$ cat src/frbc_pkg.sv
// Purpose: Shared constants and types of the flash read buffer controller
// Assumes: APB register bus, 32-bit AHB data port, 128-bit flash word
// Notes:   Register offsets are byte addresses
package frbc_pkg;
  // ************************
  // Register map
  // ************************
  localparam logic [11:0] FRBC_CFG_OFS    = 12'h000;
  localparam logic [11:0] FRBC_STATUS_OFS = 12'h004;
  localparam logic [11:0] FRBC_CMD_OFS    = 12'h008;
  localparam logic [11:0] FRBC_SECURE_OFS = 12'h00c;
  localparam logic [11:0] FRBC_LATCH_OFS  = 12'h010;
  // Config fields
  localparam int CFG_MODE_LSB  = 0;
  localparam int CFG_ASYNC_BIT = 2;
  localparam int CFG_ISS_BIT   = 3;
  localparam int CFG_WST_LSB   = 4;
  // Status fields
  localparam int ST_INIT_BIT   = 0;
  localparam int ST_PROT_BIT   = 1;
  localparam int ST_BURN_BIT   = 2;
  localparam int ST_ERASE_BIT  = 3;
  localparam int ST_SPEC_BIT   = 4;
  // Command fields
  localparam int CMD_BURN_BIT  = 0;
  localparam int CMD_ERASE_BIT = 1;
  // Buffer modes
  localparam logic [1:0] MODE_NONE   = 2'h0;
  localparam logic [1:0] MODE_SINGLE = 2'h1;
  localparam logic [1:0] MODE_DUAL1  = 2'h2;
  localparam logic [1:0] MODE_ALWAYS = 2'h3;
  // Reset values: sync timing, single line, slowest wait count
  localparam logic [1:0] MODE_RESET  = MODE_SINGLE;
  localparam logic [3:0] WST_RESET   = 4'hf;
  localparam logic [3:0] INIT_WST    = 4'hf;
  // Flash word geometry and index word layout
  localparam int WORD_LSB       = 4;
  localparam int TAG_W          = 28;
  localparam logic [TAG_W-1:0] TAG_ONE   = 28'h0000001;
  localparam logic [TAG_W-1:0] INDEX_TAG = 28'h0000000;
  localparam int JTAG_PROT_BIT  = 0;
  localparam int SEC_MASK_LSB   = 16;
  localparam int SEC_REGION_LSB = 16;
  localparam logic HRESP_OKAY   = 1'b0;

  typedef enum logic [1:0] {ST_INIT, ST_IDLE, ST_DEMAND, ST_SPEC} frbc_state_t;

  typedef struct packed {
    logic        hsel;
    logic [31:0] haddr;
    logic [1:0]  htrans;
    logic        hwrite;
    logic        hready;
    logic [31:0] hwdata;
  } frbc_ahb_req_t;

  typedef struct packed {
    logic             rd;
    logic [TAG_W-1:0] tag;
    logic             index_sel;
    logic             standby;
    logic             burn_start;
    logic             erase_start;
    logic [127:0]     wdata;
  } frbc_flash_req_t;

  typedef struct packed {
    logic [127:0] rdata;
    logic         burn_done;
    logic         erase_done;
  } frbc_flash_rsp_t;
endpackage : frbc_pkg

$ cat src/frbc.sv
// Purpose: Flash read buffer controller, AHB data port to 128-bit flash
// Assumes: Flash data valid after wait count + 1 cycles of a held read
// Notes:   Configuration, command and status over APB
//
// Design decisions made here: the address map and the APB interface to the registers.
`timescale 1ns/1ps

module frbc
  import frbc_pkg::*;
(
  // Clock and reset
  input  wire logic                      pclk,
  input  wire logic                      presetn,
  // APB register port
  input  wire logic                      psel,
  input  wire logic                      penable,
  input  wire logic                      pwrite,
  input  wire logic [11:0]               paddr,
  input  wire logic [31:0]               pwdata,
  output logic [31:0]                    prdata,
  output logic                           pready,
  output logic                           pslverr,
  // AHB data port
  input  frbc_pkg::frbc_ahb_req_t        ahb,
  output logic [31:0]                    hrdata,
  output logic                           hreadyout,
  output logic                           hresp,
  // Flash array
  output frbc_pkg::frbc_flash_req_t      flash_req,
  input  frbc_pkg::frbc_flash_rsp_t      flash_rsp,
  // JTAG access and debug
  input  wire logic                      jtag_req,
  output logic                           jtag_grant,
  output logic                           debug_en,
  // Events
  output logic                           burn_finished,
  output logic                           erase_finished
);
  import frbc_pkg::*;

  // ************************
  // State
  // ************************
  typedef struct packed {
    frbc_state_t      st;
    logic [3:0]       cnt;
    logic [TAG_W-1:0] rd_tag;
    logic             rd_pend;
    logic             wr_dp;
    logic [31:0]      addr_q;
    logic [127:0]     line0;
    logic [TAG_W-1:0] tag0;
    logic             v0;
    logic [127:0]     line1;
    logic [TAG_W-1:0] tag1;
    logic             v1;
    logic [127:0]     latch;
    logic [31:0]      hrdata;
    logic [31:0]      prdata;
    logic [1:0]       mode;
    logic             async_rd;
    logic             iss;
    logic [3:0]       read_wait_state_count;
    logic             init_done;
    logic             jtag_prot;
    logic [15:0]      sec_mask;
    logic             burn_busy;
    logic             erase_busy;
    logic             burn_start;
    logic             erase_start;
    logic             burn_evt;
    logic             erase_evt;
  } frbc_regs_t;

  frbc_regs_t             r;
  frbc_regs_t             next_r;
  logic                   acc;
  logic [TAG_W-1:0]       a_tag;
  logic                   hit0;
  logic                   hit1;
  logic                   apb_setup;
  logic                   apb_access;
  logic                   apb_hit;
  logic                   rd_done;
  logic                   inval;

  function automatic logic [31:0] word_of(input logic [127:0] l, input logic [1:0] s);
    return l[{s, 5'h00} +: 32];
  endfunction : word_of

  // Zero for reads of secured sections
  function automatic logic [31:0] guard(input logic [31:0] w, input logic [31:0] a,
                                        input logic [15:0] m);
    return m[a[SEC_REGION_LSB +: 4]] ? '0 : w;
  endfunction : guard

  // ************************
  // Decode
  // ************************
  assign acc        = ahb.hsel & ahb.htrans[1] & ahb.hready;
  assign a_tag      = ahb.haddr[31:WORD_LSB];
  // Index reads never hit so every index access reaches the array
  assign hit0       = r.v0 & (r.tag0 == a_tag) & (r.mode != MODE_NONE) & ~r.iss;
  assign hit1       = r.v1 & (r.tag1 == a_tag) & r.mode[1] & ~r.iss;
  assign apb_setup  = psel & ~penable;
  assign apb_access = psel & penable;
  assign apb_hit    = (paddr == FRBC_CFG_OFS) | (paddr == FRBC_STATUS_OFS) | (paddr == FRBC_CMD_OFS) |
                      (paddr == FRBC_SECURE_OFS) | (paddr == FRBC_LATCH_OFS);
  assign rd_done    = (r.st != ST_IDLE) & (r.cnt == '0);

  // ************************
  // Next state
  // ************************
  always_comb begin
    next_r = r;
    inval  = 1'b0;
    next_r.burn_start  = 1'b0;
    next_r.erase_start = 1'b0;
    next_r.burn_evt    = 1'b0;
    next_r.erase_evt   = 1'b0;
    if (r.st != ST_IDLE && r.cnt != '0) begin
      next_r.cnt = r.cnt - 4'h1;
    end
    // Write data phase fills the program latch
    if (r.wr_dp && hreadyout) begin
      next_r.latch[{r.addr_q[3:2], 5'h00} +: 32] = ahb.hwdata;
      next_r.wr_dp = 1'b0;
    end
    unique case (r.st)
      ST_INIT: begin
        if (rd_done) begin
          next_r.jtag_prot = flash_rsp.rdata[JTAG_PROT_BIT];
          next_r.sec_mask  = flash_rsp.rdata[SEC_MASK_LSB +: 16];
          next_r.init_done = 1'b1;
          inval            = 1'b1;
          if (r.rd_pend || (acc && !ahb.hwrite)) begin
            next_r.st     = ST_DEMAND;
            next_r.rd_tag = r.rd_pend ? r.addr_q[31:WORD_LSB] : a_tag;
            next_r.cnt    = r.read_wait_state_count;
          end else begin
            next_r.st = ST_IDLE;
          end
        end
      end
      ST_DEMAND: begin
        if (rd_done) begin
          next_r.rd_pend = 1'b0;
          next_r.hrdata  = guard(word_of(flash_rsp.rdata, r.addr_q[3:2]), r.addr_q, r.sec_mask);
          next_r.st      = ST_IDLE;
          if (r.iss) begin
            inval = 1'b1;
          end else if (r.mode[1] && r.async_rd) begin
            // Demand word parks in line 1, one prefetch follows
            next_r.line1 = flash_rsp.rdata;
            next_r.tag1  = r.rd_tag;
            next_r.v1    = 1'b1;
            next_r.v0    = 1'b0;
            next_r.st    = ST_SPEC;
            next_r.rd_tag = r.rd_tag + TAG_ONE;
            next_r.cnt   = r.read_wait_state_count;
          end else if (r.mode != MODE_NONE) begin
            next_r.line0 = flash_rsp.rdata;
            next_r.tag0  = r.rd_tag;
            next_r.v0    = 1'b1;
          end
        end
      end
      ST_SPEC: begin
        if (rd_done) begin
          next_r.st = ST_IDLE;
          if (!r.iss) begin
            next_r.line0 = flash_rsp.rdata;
            next_r.tag0  = r.rd_tag;
            next_r.v0    = 1'b1;
          end
        end
      end
      ST_IDLE: begin
      end
    endcase
    // AHB address phase
    if (acc && ahb.hwrite) begin
      next_r.addr_q = ahb.haddr;
      next_r.wr_dp  = 1'b1;
    end else if (acc) begin
      next_r.addr_q = ahb.haddr;
      if (!r.init_done) begin
        next_r.rd_pend = 1'b1;
      end else if (hit0 || hit1) begin
        next_r.hrdata = guard(word_of(hit0 ? r.line0 : r.line1, ahb.haddr[3:2]),
                              ahb.haddr, r.sec_mask);
        if (hit0 && r.mode[1]) begin
          next_r.line1  = r.line0;
          next_r.tag1   = r.tag0;
          next_r.v1     = 1'b1;
          next_r.v0     = 1'b0;
          next_r.st     = (r.mode == MODE_ALWAYS) ? ST_SPEC : next_r.st;
          next_r.rd_tag = r.tag0 + TAG_ONE;
          next_r.cnt    = r.read_wait_state_count;
        end
      end else if (r.st == ST_SPEC && a_tag == r.rd_tag) begin
        // Prefetch already running: the read stalls for the rest of its wait count
        next_r.rd_pend = 1'b1;
        next_r.st      = ST_DEMAND;
      end else begin
        // Running prefetch is dropped, only possible in async timing
        next_r.rd_pend = 1'b1;
        next_r.st      = ST_DEMAND;
        next_r.rd_tag  = a_tag;
        next_r.cnt     = r.read_wait_state_count;
      end
    end
    // APB register port
    if (apb_setup) begin
      next_r.prdata = '0;
      unique case (paddr)
        FRBC_CFG_OFS: begin
          next_r.prdata[CFG_MODE_LSB +: 2] = r.mode;
          next_r.prdata[CFG_ASYNC_BIT]     = r.async_rd;
          next_r.prdata[CFG_ISS_BIT]       = r.iss;
          next_r.prdata[CFG_WST_LSB +: 4]  = r.read_wait_state_count;
        end
        FRBC_STATUS_OFS: begin
          next_r.prdata[ST_INIT_BIT]  = r.init_done;
          next_r.prdata[ST_PROT_BIT]  = r.jtag_prot;
          next_r.prdata[ST_BURN_BIT]  = r.burn_busy;
          next_r.prdata[ST_ERASE_BIT] = r.erase_busy;
          next_r.prdata[ST_SPEC_BIT]  = (r.st == ST_SPEC);
        end
        FRBC_SECURE_OFS: next_r.prdata[15:0] = r.sec_mask;
        FRBC_LATCH_OFS:  next_r.prdata = r.latch[31:0];
        default:         next_r.prdata = '0;
      endcase
    end
    if (apb_access && paddr == FRBC_CFG_OFS) begin
      inval = 1'b1;
      if (pwrite) begin
        next_r.async_rd = pwdata[CFG_ASYNC_BIT];
        next_r.iss      = pwdata[CFG_ISS_BIT];
        next_r.read_wait_state_count      = pwdata[CFG_WST_LSB +: 4];
        next_r.mode     = (!pwdata[CFG_ASYNC_BIT] && pwdata[CFG_MODE_LSB + 1]) ?
                          MODE_SINGLE : pwdata[CFG_MODE_LSB +: 2];
      end
    end
    if (apb_access && !pwrite && paddr == FRBC_LATCH_OFS) begin
      inval = 1'b1;
    end
    // Commands while busy are ignored: no suspend path exists
    if (apb_access && pwrite && paddr == FRBC_CMD_OFS && !r.burn_busy && !r.erase_busy) begin
      if (pwdata[CMD_BURN_BIT]) begin
        next_r.burn_start = 1'b1;
        next_r.burn_busy  = 1'b1;
      end else if (pwdata[CMD_ERASE_BIT]) begin
        next_r.erase_start = 1'b1;
        next_r.erase_busy  = 1'b1;
      end
    end
    if (r.burn_busy && flash_rsp.burn_done) begin
      next_r.burn_busy = 1'b0;
      next_r.burn_evt  = 1'b1;
    end
    if (r.erase_busy && flash_rsp.erase_done) begin
      next_r.erase_busy = 1'b0;
      next_r.erase_evt  = 1'b1;
    end
    if (inval) begin
      next_r.v0 = 1'b0;
      next_r.v1 = 1'b0;
      next_r.st = (next_r.st == ST_SPEC) ? ST_IDLE : next_r.st;
    end
  end

  always_ff @(posedge pclk or negedge presetn) begin
    if (!presetn) begin
      r          <= '0;
      r.st       <= ST_INIT;
      r.cnt      <= INIT_WST;
      r.rd_tag   <= INDEX_TAG;
      r.mode     <= MODE_RESET;
      r.read_wait_state_count      <= WST_RESET;
    end else begin
      r <= next_r;
    end
  end

  // ************************
  // Outputs
  // ************************
  assign prdata    = r.prdata;
  assign pready    = 1'b1;
  assign pslverr   = apb_access & ~apb_hit;
  assign hrdata    = r.hrdata;
  assign hreadyout = ~(r.rd_pend | (r.wr_dp & ~r.init_done));
  assign hresp     = HRESP_OKAY;
  assign flash_req.rd          = (r.st != ST_IDLE);
  assign flash_req.tag         = r.rd_tag;
  assign flash_req.index_sel   = r.iss | (r.st == ST_INIT);
  assign flash_req.standby     = ~r.async_rd & (r.st == ST_IDLE);
  assign flash_req.burn_start  = r.burn_start;
  assign flash_req.erase_start = r.erase_start;
  assign flash_req.wdata       = r.latch;
  assign jtag_grant = jtag_req & r.init_done & ~r.jtag_prot;
  assign debug_en   = r.init_done & ~r.jtag_prot;
  assign burn_finished  = r.burn_evt;
  assign erase_finished = r.erase_evt;

  // ************************
  // Assertions
  // ************************
  property p_init_stall;
    @(posedge pclk) disable iff (!presetn) (r.st == ST_INIT && r.rd_pend) |-> !hreadyout;
  endproperty
  a_init_stall: assert property (p_init_stall) else $error("read answered during init");
  property p_jtag_block;
    @(posedge pclk) disable iff (!presetn) r.jtag_prot |-> (!jtag_grant && !debug_en);
  endproperty
  a_jtag_block: assert property (p_jtag_block) else $error("jtag open while protected");
  property p_spec_async;
    @(posedge pclk) disable iff (!presetn) $rose(r.st == ST_SPEC) |-> $past(r.async_rd);
  endproperty
  a_spec_async: assert property (p_spec_async) else $error("prefetch in sync timing");
  property p_standby;
    @(posedge pclk) disable iff (!presetn)
      (!r.async_rd && r.st == ST_DEMAND && rd_done && !apb_access) |=> flash_req.standby;
  endproperty
  a_standby: assert property (p_standby) else $error("flash not in standby");
  property p_hit;
    @(posedge pclk) disable iff (!presetn) (acc && !ahb.hwrite && r.init_done && (hit0 || hit1)) |=> hreadyout;
  endproperty
  a_hit: assert property (p_hit) else $error("hit took wait state");
  property p_miss;
    @(posedge pclk) disable iff (!presetn) (acc && !ahb.hwrite && !hit0 && !hit1) |=> !hreadyout;
  endproperty
  a_miss: assert property (p_miss) else $error("miss answered without wait");
  property p_inval;
    @(posedge pclk) disable iff (!presetn) (apb_access && paddr == FRBC_CFG_OFS) |=> (!r.v0 && !r.v1);
  endproperty
  a_inval: assert property (p_inval) else $error("lines valid after config access");
  property p_burn_evt;
    @(posedge pclk) disable iff (!presetn) (r.burn_busy && flash_rsp.burn_done) |=> (burn_finished && !r.burn_busy);
  endproperty
  a_burn_evt: assert property (p_burn_evt) else $error("burn event missing");
  property p_no_dual_sync;
    @(posedge pclk) disable iff (!presetn) r.mode[1] |-> r.async_rd;
  endproperty
  a_no_dual_sync: assert property (p_no_dual_sync) else $error("dual mode in sync timing");
endmodule : frbc

$ cat config.mk
export PLATFORM = sky130hd
export DESIGN_NAME = frbc
export DESIGN_NICKNAME = d
export VERILOG_FILES = /design/src/frbc_pkg.sv /design/src/frbc.sv
export SDC_FILE = /design/constraint.sdc
export NUM_CORES = 1
export LEC_CHECK = 0
export BUFFER_PORTS_ARGS = -buffer_cell sky130_fd_sc_hd__buf_2
export CAP_MARGIN = 30
export CORE_MARGIN = 5
export CORE_UTILIZATION = 46
export DETAILED_ROUTE_END_ITERATION = 8
export PLACE_DENSITY = 0.63
export SYNTH_ARGS = -nofsm -noshare
export SYNTH_HDL_FRONTEND = slang
export SYNTH_SLANG_ARGS = --single-unit
$ cat constraint.sdc
create_clock -name pclk -period 5.2 [get_ports pclk]
set_clock_uncertainty 0.05 [all_clocks]
set_input_delay 0.52 -clock pclk [delete_from_list [all_inputs] [get_ports pclk]]
set_output_delay 0.52 -clock pclk [all_outputs]
set_load 0.02 [all_outputs]
==> summary.md <==
| Metric | Value |
|---|---|
| Net Sw Power | `2.89 mW` |
| Number of nets with antenna violations after routing | `0` |
| Max-slew headroom | `0.323` |
| Gp weighted congestion | `between 0.9 and 1` |
| Highest clock frequency the design can meet | `slightly below 300 MHz` |
| Worst hold stages | `3` |
| Maximum number of pins on one net before global-route repair | `between 150 and 200` |
| Starting density of the core | `0.465` |
| Nature of the critical path endpoint | `register` |
| Final setup violation count | `0` |
| Data arrival time of the worst path | `between 3 and 4 ns` |
| Post CTS Setup Buffer Count | `0` |
| Reg2Reg Capture Point | `flash_req[157]` |
| Vias after detailed routing | `~25000` |
| Synth-to-layout area growth | `11.5%` |
| Top flip-flop cell by instance count after synthesis | `sky130_fd_sc_hd__dfrtp_1` |
| Wire length of the first global-routing pass | `approximately 160000 µm` |
| Sequential fraction of design power | `0.447` |
| Status | `finished, final reports clean` |
| All-layer global routing usage | `0.259` |
| Internal power | `8.41 mW` |
| IR Drop Worst-Case VDD | `~0.28 mV` |
| Non-filler cells, final | `4250` |
| Final-layout setup total negative slack | `0 ns` |
| Startpoint-to-endpoint class of the critical path | `register to register` |
| Core area | `about 70000 µm²` |
| R2R Path Start | `r[605]` |
| LEAKAGE | `~17 nW` |
| Flip-flop and latch count after synthesis | `~600` |
| Max cap viols | `0` |
| Post-route fraction of the period consumed by the critical path | `0.646` |
| Num Clock Sinks | `between 600 and 700` |
| Yosys synthesis warning count | `0` |
| Worst min-delay path class | `input pin to register` |
| Initial antenna violation count | `30` |
| Clock slew at reported path FFs | `about 0.060 ns` |
| Placed instance count | `between 4000 and 5000` |
| Post-detailed-route via-to-cell ratio | `just under 6` |
| Die Wd | `between 200 and 300 µm` |
| Maximum fanout count along the critical path | `14` |
| Hold Violations, Final | `0` |
| Number of buffers created by CTS | `72` |
| Post-synthesis instance area | `between 30000 and 40000 µm²` |
| Number of core rows | `97` |
| Synthesized netlist cell count | `approximately 3100` |
| Drt first-iter violations | `a little over 2000` |
| Clk root buf | `sky130_fd_sc_hd__clkbuf_16` |
| Setup slack, reg-to-reg | `between 1.5 and 2 ns` |
| Clock latency reported for the late side of the worst-skew pair | `~0.61 ns` |
| Die area | `roughly 77000 µm²` |
| Total wire length after detailed routing | `between 100000 and 150000 µm` |
| Clk network pwr share | `0.443` |
| Unrepaired setup endpoints after global routing | `false` |
| Share of final-layout standard cells stronger than drive strength 1 | `0.297` |
| Launch instance of the worst min-delay path | `pwdata[3]` |
| Post-synth ARST share | `1.00` |
| R2R depth | `8` |
| Number of ports placed on the die boundary | `roughly 480` |
| Synthesized area per cell | `approximately 10 µm²` |
| CP startpoint | `r[605]` |
| Vias in the first global route | `roughly 25000` |
| Total iterations of the first detailed-routing run | `6` |
| Count of H-tree levels built during CTS | `3` |
| Total number of nets in the final design | `3503` |
| Final global-route overflow total | `0` |
| Total area of multi-input combinational cells | `~15000 µm²` |
| DRC Markers | `0` |
| Die H | `roughly 280 µm` |
| Critical Path RT | `between 5 and 6 ns` |
| Max Root-Sink Buffers | `3` |
| Worst hold margin | `0.0934 ns` |
| Gate power share | `0.111` |
| Post-detailed-placement half-perimeter wirelength | `just over 70000 µm` |
| Total of buffers placed on input and output ports | `roughly 450` |
| Actual slew at the worst max-slew pin | `1.02 ns` |
| Reg area | `about 15000 µm²` |
| Fin. max-slew vios | `0` |
| Number of enable flip-flop cells after synthesis | `0` |
| Clock tree from TritonCTS | `built` |
| Post-synth cell types | `70` |
| Pwr per Cell Area | `310 nW/µm²` |
| Filler cell count in the final layout | `6264` |
| Sum of internal, switching and leakage power | `~11 mW` |
| WHS Endpoint | `r[28]` |
| Nature of the critical path startpoint | `register` |
| Switching Fraction | `0.256` |
| Proportion of synthesized chip area in sequential cells | `0.463` |
| Syn nets | `between 3000 and 4000` |
| Post-CTS resize count | `0` |
| Post-layout min period | `about 3.4 ns` |
| DR WL/cell | `24.2 µm` |
| Number of hold buffers added after cts | `1` |
==> power groups by stage <==
stage               Clock (mW)  Combinational, mW  Sequential, mW
finish                    5.00               1.25            5.05
global route              5.30               1.36            5.07
CTS                       5.12               1.26            5.05
detailed placement           0               1.25            5.13
global placement             0               1.21            5.12
floorplan                    0              0.811            5.04
==> per-layer routing <==
layer  vias up  routed length [µm]  global-route usage
met5         -                 147                   0
met4        24                3440              0.0917
met3       227                7390              0.0606
met2       885               49300               0.425
met1     12400               42500               0.340
li1      11000                   -                   -
==> through the flow <==
| stage | cell area [µm²] | setup WS, ns | utilization |
|---|---|---|---|
| 6_report | 36500 | 1.84 | 0.519 |
| 5_1_grt | 36500 | 1.66 | 0.519 |
| 4_1_cts | 36400 | 1.81 | 0.518 |
| 3_3_place_gp | 34000 | 1.61 | 0.484 |
| 2_1_floorplan | 32700 | 2.21 | - |
| 3_5_place_dp | 34100 | 1.60 | 0.485 |
==> cells in the final DEF (no fill, tap or decap), types with 29 or more instances in the layout <==
| master | netlist | routed |
|---|---|---|
| sky130_fd_sc_hd__nand2_1 | 461 | 455 |
| sky130_fd_sc_hd__xor2_1 | 61 | 61 |
| sky130_fd_sc_hd__nand4_1 | 29 | 29 |
| sky130_fd_sc_hd__xnor2_1 | 55 | 55 |
| sky130_fd_sc_hd__mux4_2 | 105 | 105 |
| sky130_fd_sc_hd__nor2_1 | 197 | 195 |
| sky130_fd_sc_hd__buf_4 | 225 | 40 |
| sky130_fd_sc_hd__nand3_1 | 35 | 34 |
| sky130_fd_sc_hd__dfrtp_1 | 595 | 593 |
| sky130_fd_sc_hd__a21oi_1 | 175 | 175 |
| sky130_fd_sc_hd__buf_2 | 18 | 450 |
| sky130_fd_sc_hd__mux2_2 | 226 | 226 |
| sky130_fd_sc_hd__clkbuf_16 | 0 | 73 |
| sky130_fd_sc_hd__o21ai_0 | 236 | 236 |
| sky130_fd_sc_hd__mux2i_1 | 199 | 199 |
==> cell usage after synthesis (11+ instances only) <==
cell type	instances	share of area
sky130_fd_sc_hd__o21ai_0	236	0.036
sky130_fd_sc_hd__nand4_1	29	0.0055
sky130_fd_sc_hd__clkbuf_1	207	0.024
sky130_fd_sc_hd__a222oi_1	13	0.0040
sky130_fd_sc_hd__buf_6	11	0.0038
sky130_fd_sc_hd__mux2i_1	199	0.061
sky130_fd_sc_hd__xor2_1	61	0.016
sky130_fd_sc_hd__nand2_1	461	0.053
sky130_fd_sc_hd__mux4_2	105	0.072
sky130_fd_sc_hd__and4_1	11	0.0029
sky130_fd_sc_hd__o22ai_1	12	0.0023
sky130_fd_sc_hd__and3_1	16	0.0031
sky130_fd_sc_hd__o21ai_1	17	0.0026
sky130_fd_sc_hd__inv_1	20	0.0023
sky130_fd_sc_hd__xnor2_1	55	0.015
sky130_fd_sc_hd__nand3_1	35	0.0054
sky130_fd_sc_hd__buf_4	225	0.052
sky130_fd_sc_hd__nor2_1	197	0.023
sky130_fd_sc_hd__mux2_2	226	0.078
sky130_fd_sc_hd__nor4_1	26	0.0050
sky130_fd_sc_hd__dfrtp_1	595	0.46
sky130_fd_sc_hd__buf_2	18	0.0028
sky130_fd_sc_hd__nor3_1	17	0.0026
sky130_fd_sc_hd__a21oi_1	175	0.027
sky130_fd_sc_hd__o221ai_1	14	0.0038
sky130_fd_sc_hd__a22oi_1	14	0.0032
==> final cells by class <==
class / count / area share
sequential: 604 / 0.415
multi-input combinational: 2041 / 0.408
antenna: 15 / 0.00103
timing repair buffer: 507 / 0.0784
inverter: 20 / 0.00206
tap: 940 / 0.0322
clock inverter: 15 / 0.00648
clock buffer: 108 / 0.0573
==> worst max-delay path, stage by stage, from the launching register on <==
cell	delay [ns]
sky130_fd_sc_hd__dfrtp_1	0.82
sky130_fd_sc_hd__nand2b_1	0.61
sky130_fd_sc_hd__nand4_1	0.44
sky130_fd_sc_hd__nor3_1	0.26
sky130_fd_sc_hd__buf_4	0.24
sky130_fd_sc_hd__nand4_1	0.20
sky130_fd_sc_hd__xnor2_1	0.18
sky130_fd_sc_hd__a222oi_1	0.29
sky130_fd_sc_hd__a221oi_1	0.14
==> sequential cells by signal, indices dropped and copies added, names as in the netlist <==
signal,count
burn_finished,1
erase_finished,1
flash_req,158
hrdata,32
prdata,32
r,380
==> cells by family after synthesis <==
logic type | count (synthesis) | share of synthesized area
flops | 604 | 0.463
other cells | 2 | 0.000230
fa+ha+maj | 8 | 0.00306
mux | 530 | 0.211
buf+inv | 492 | 0.0856
simple gates | 845 | 0.113
xor+xnor | 116 | 0.0311
compound gates | 540 | 0.0939
==> how the worst max path moves through the flow <==
stage               slack, ns        endpoint
finish                   1.84  flash_req[157]
global route             1.66       hrdata[7]
CTS                      1.81      hrdata[29]
detailed placement       1.60       hrdata[4]
global placement         1.61          r[605]
floorplan                2.21    flash_req[2]
Note: power is estimated with default switching activity, not from simulation.
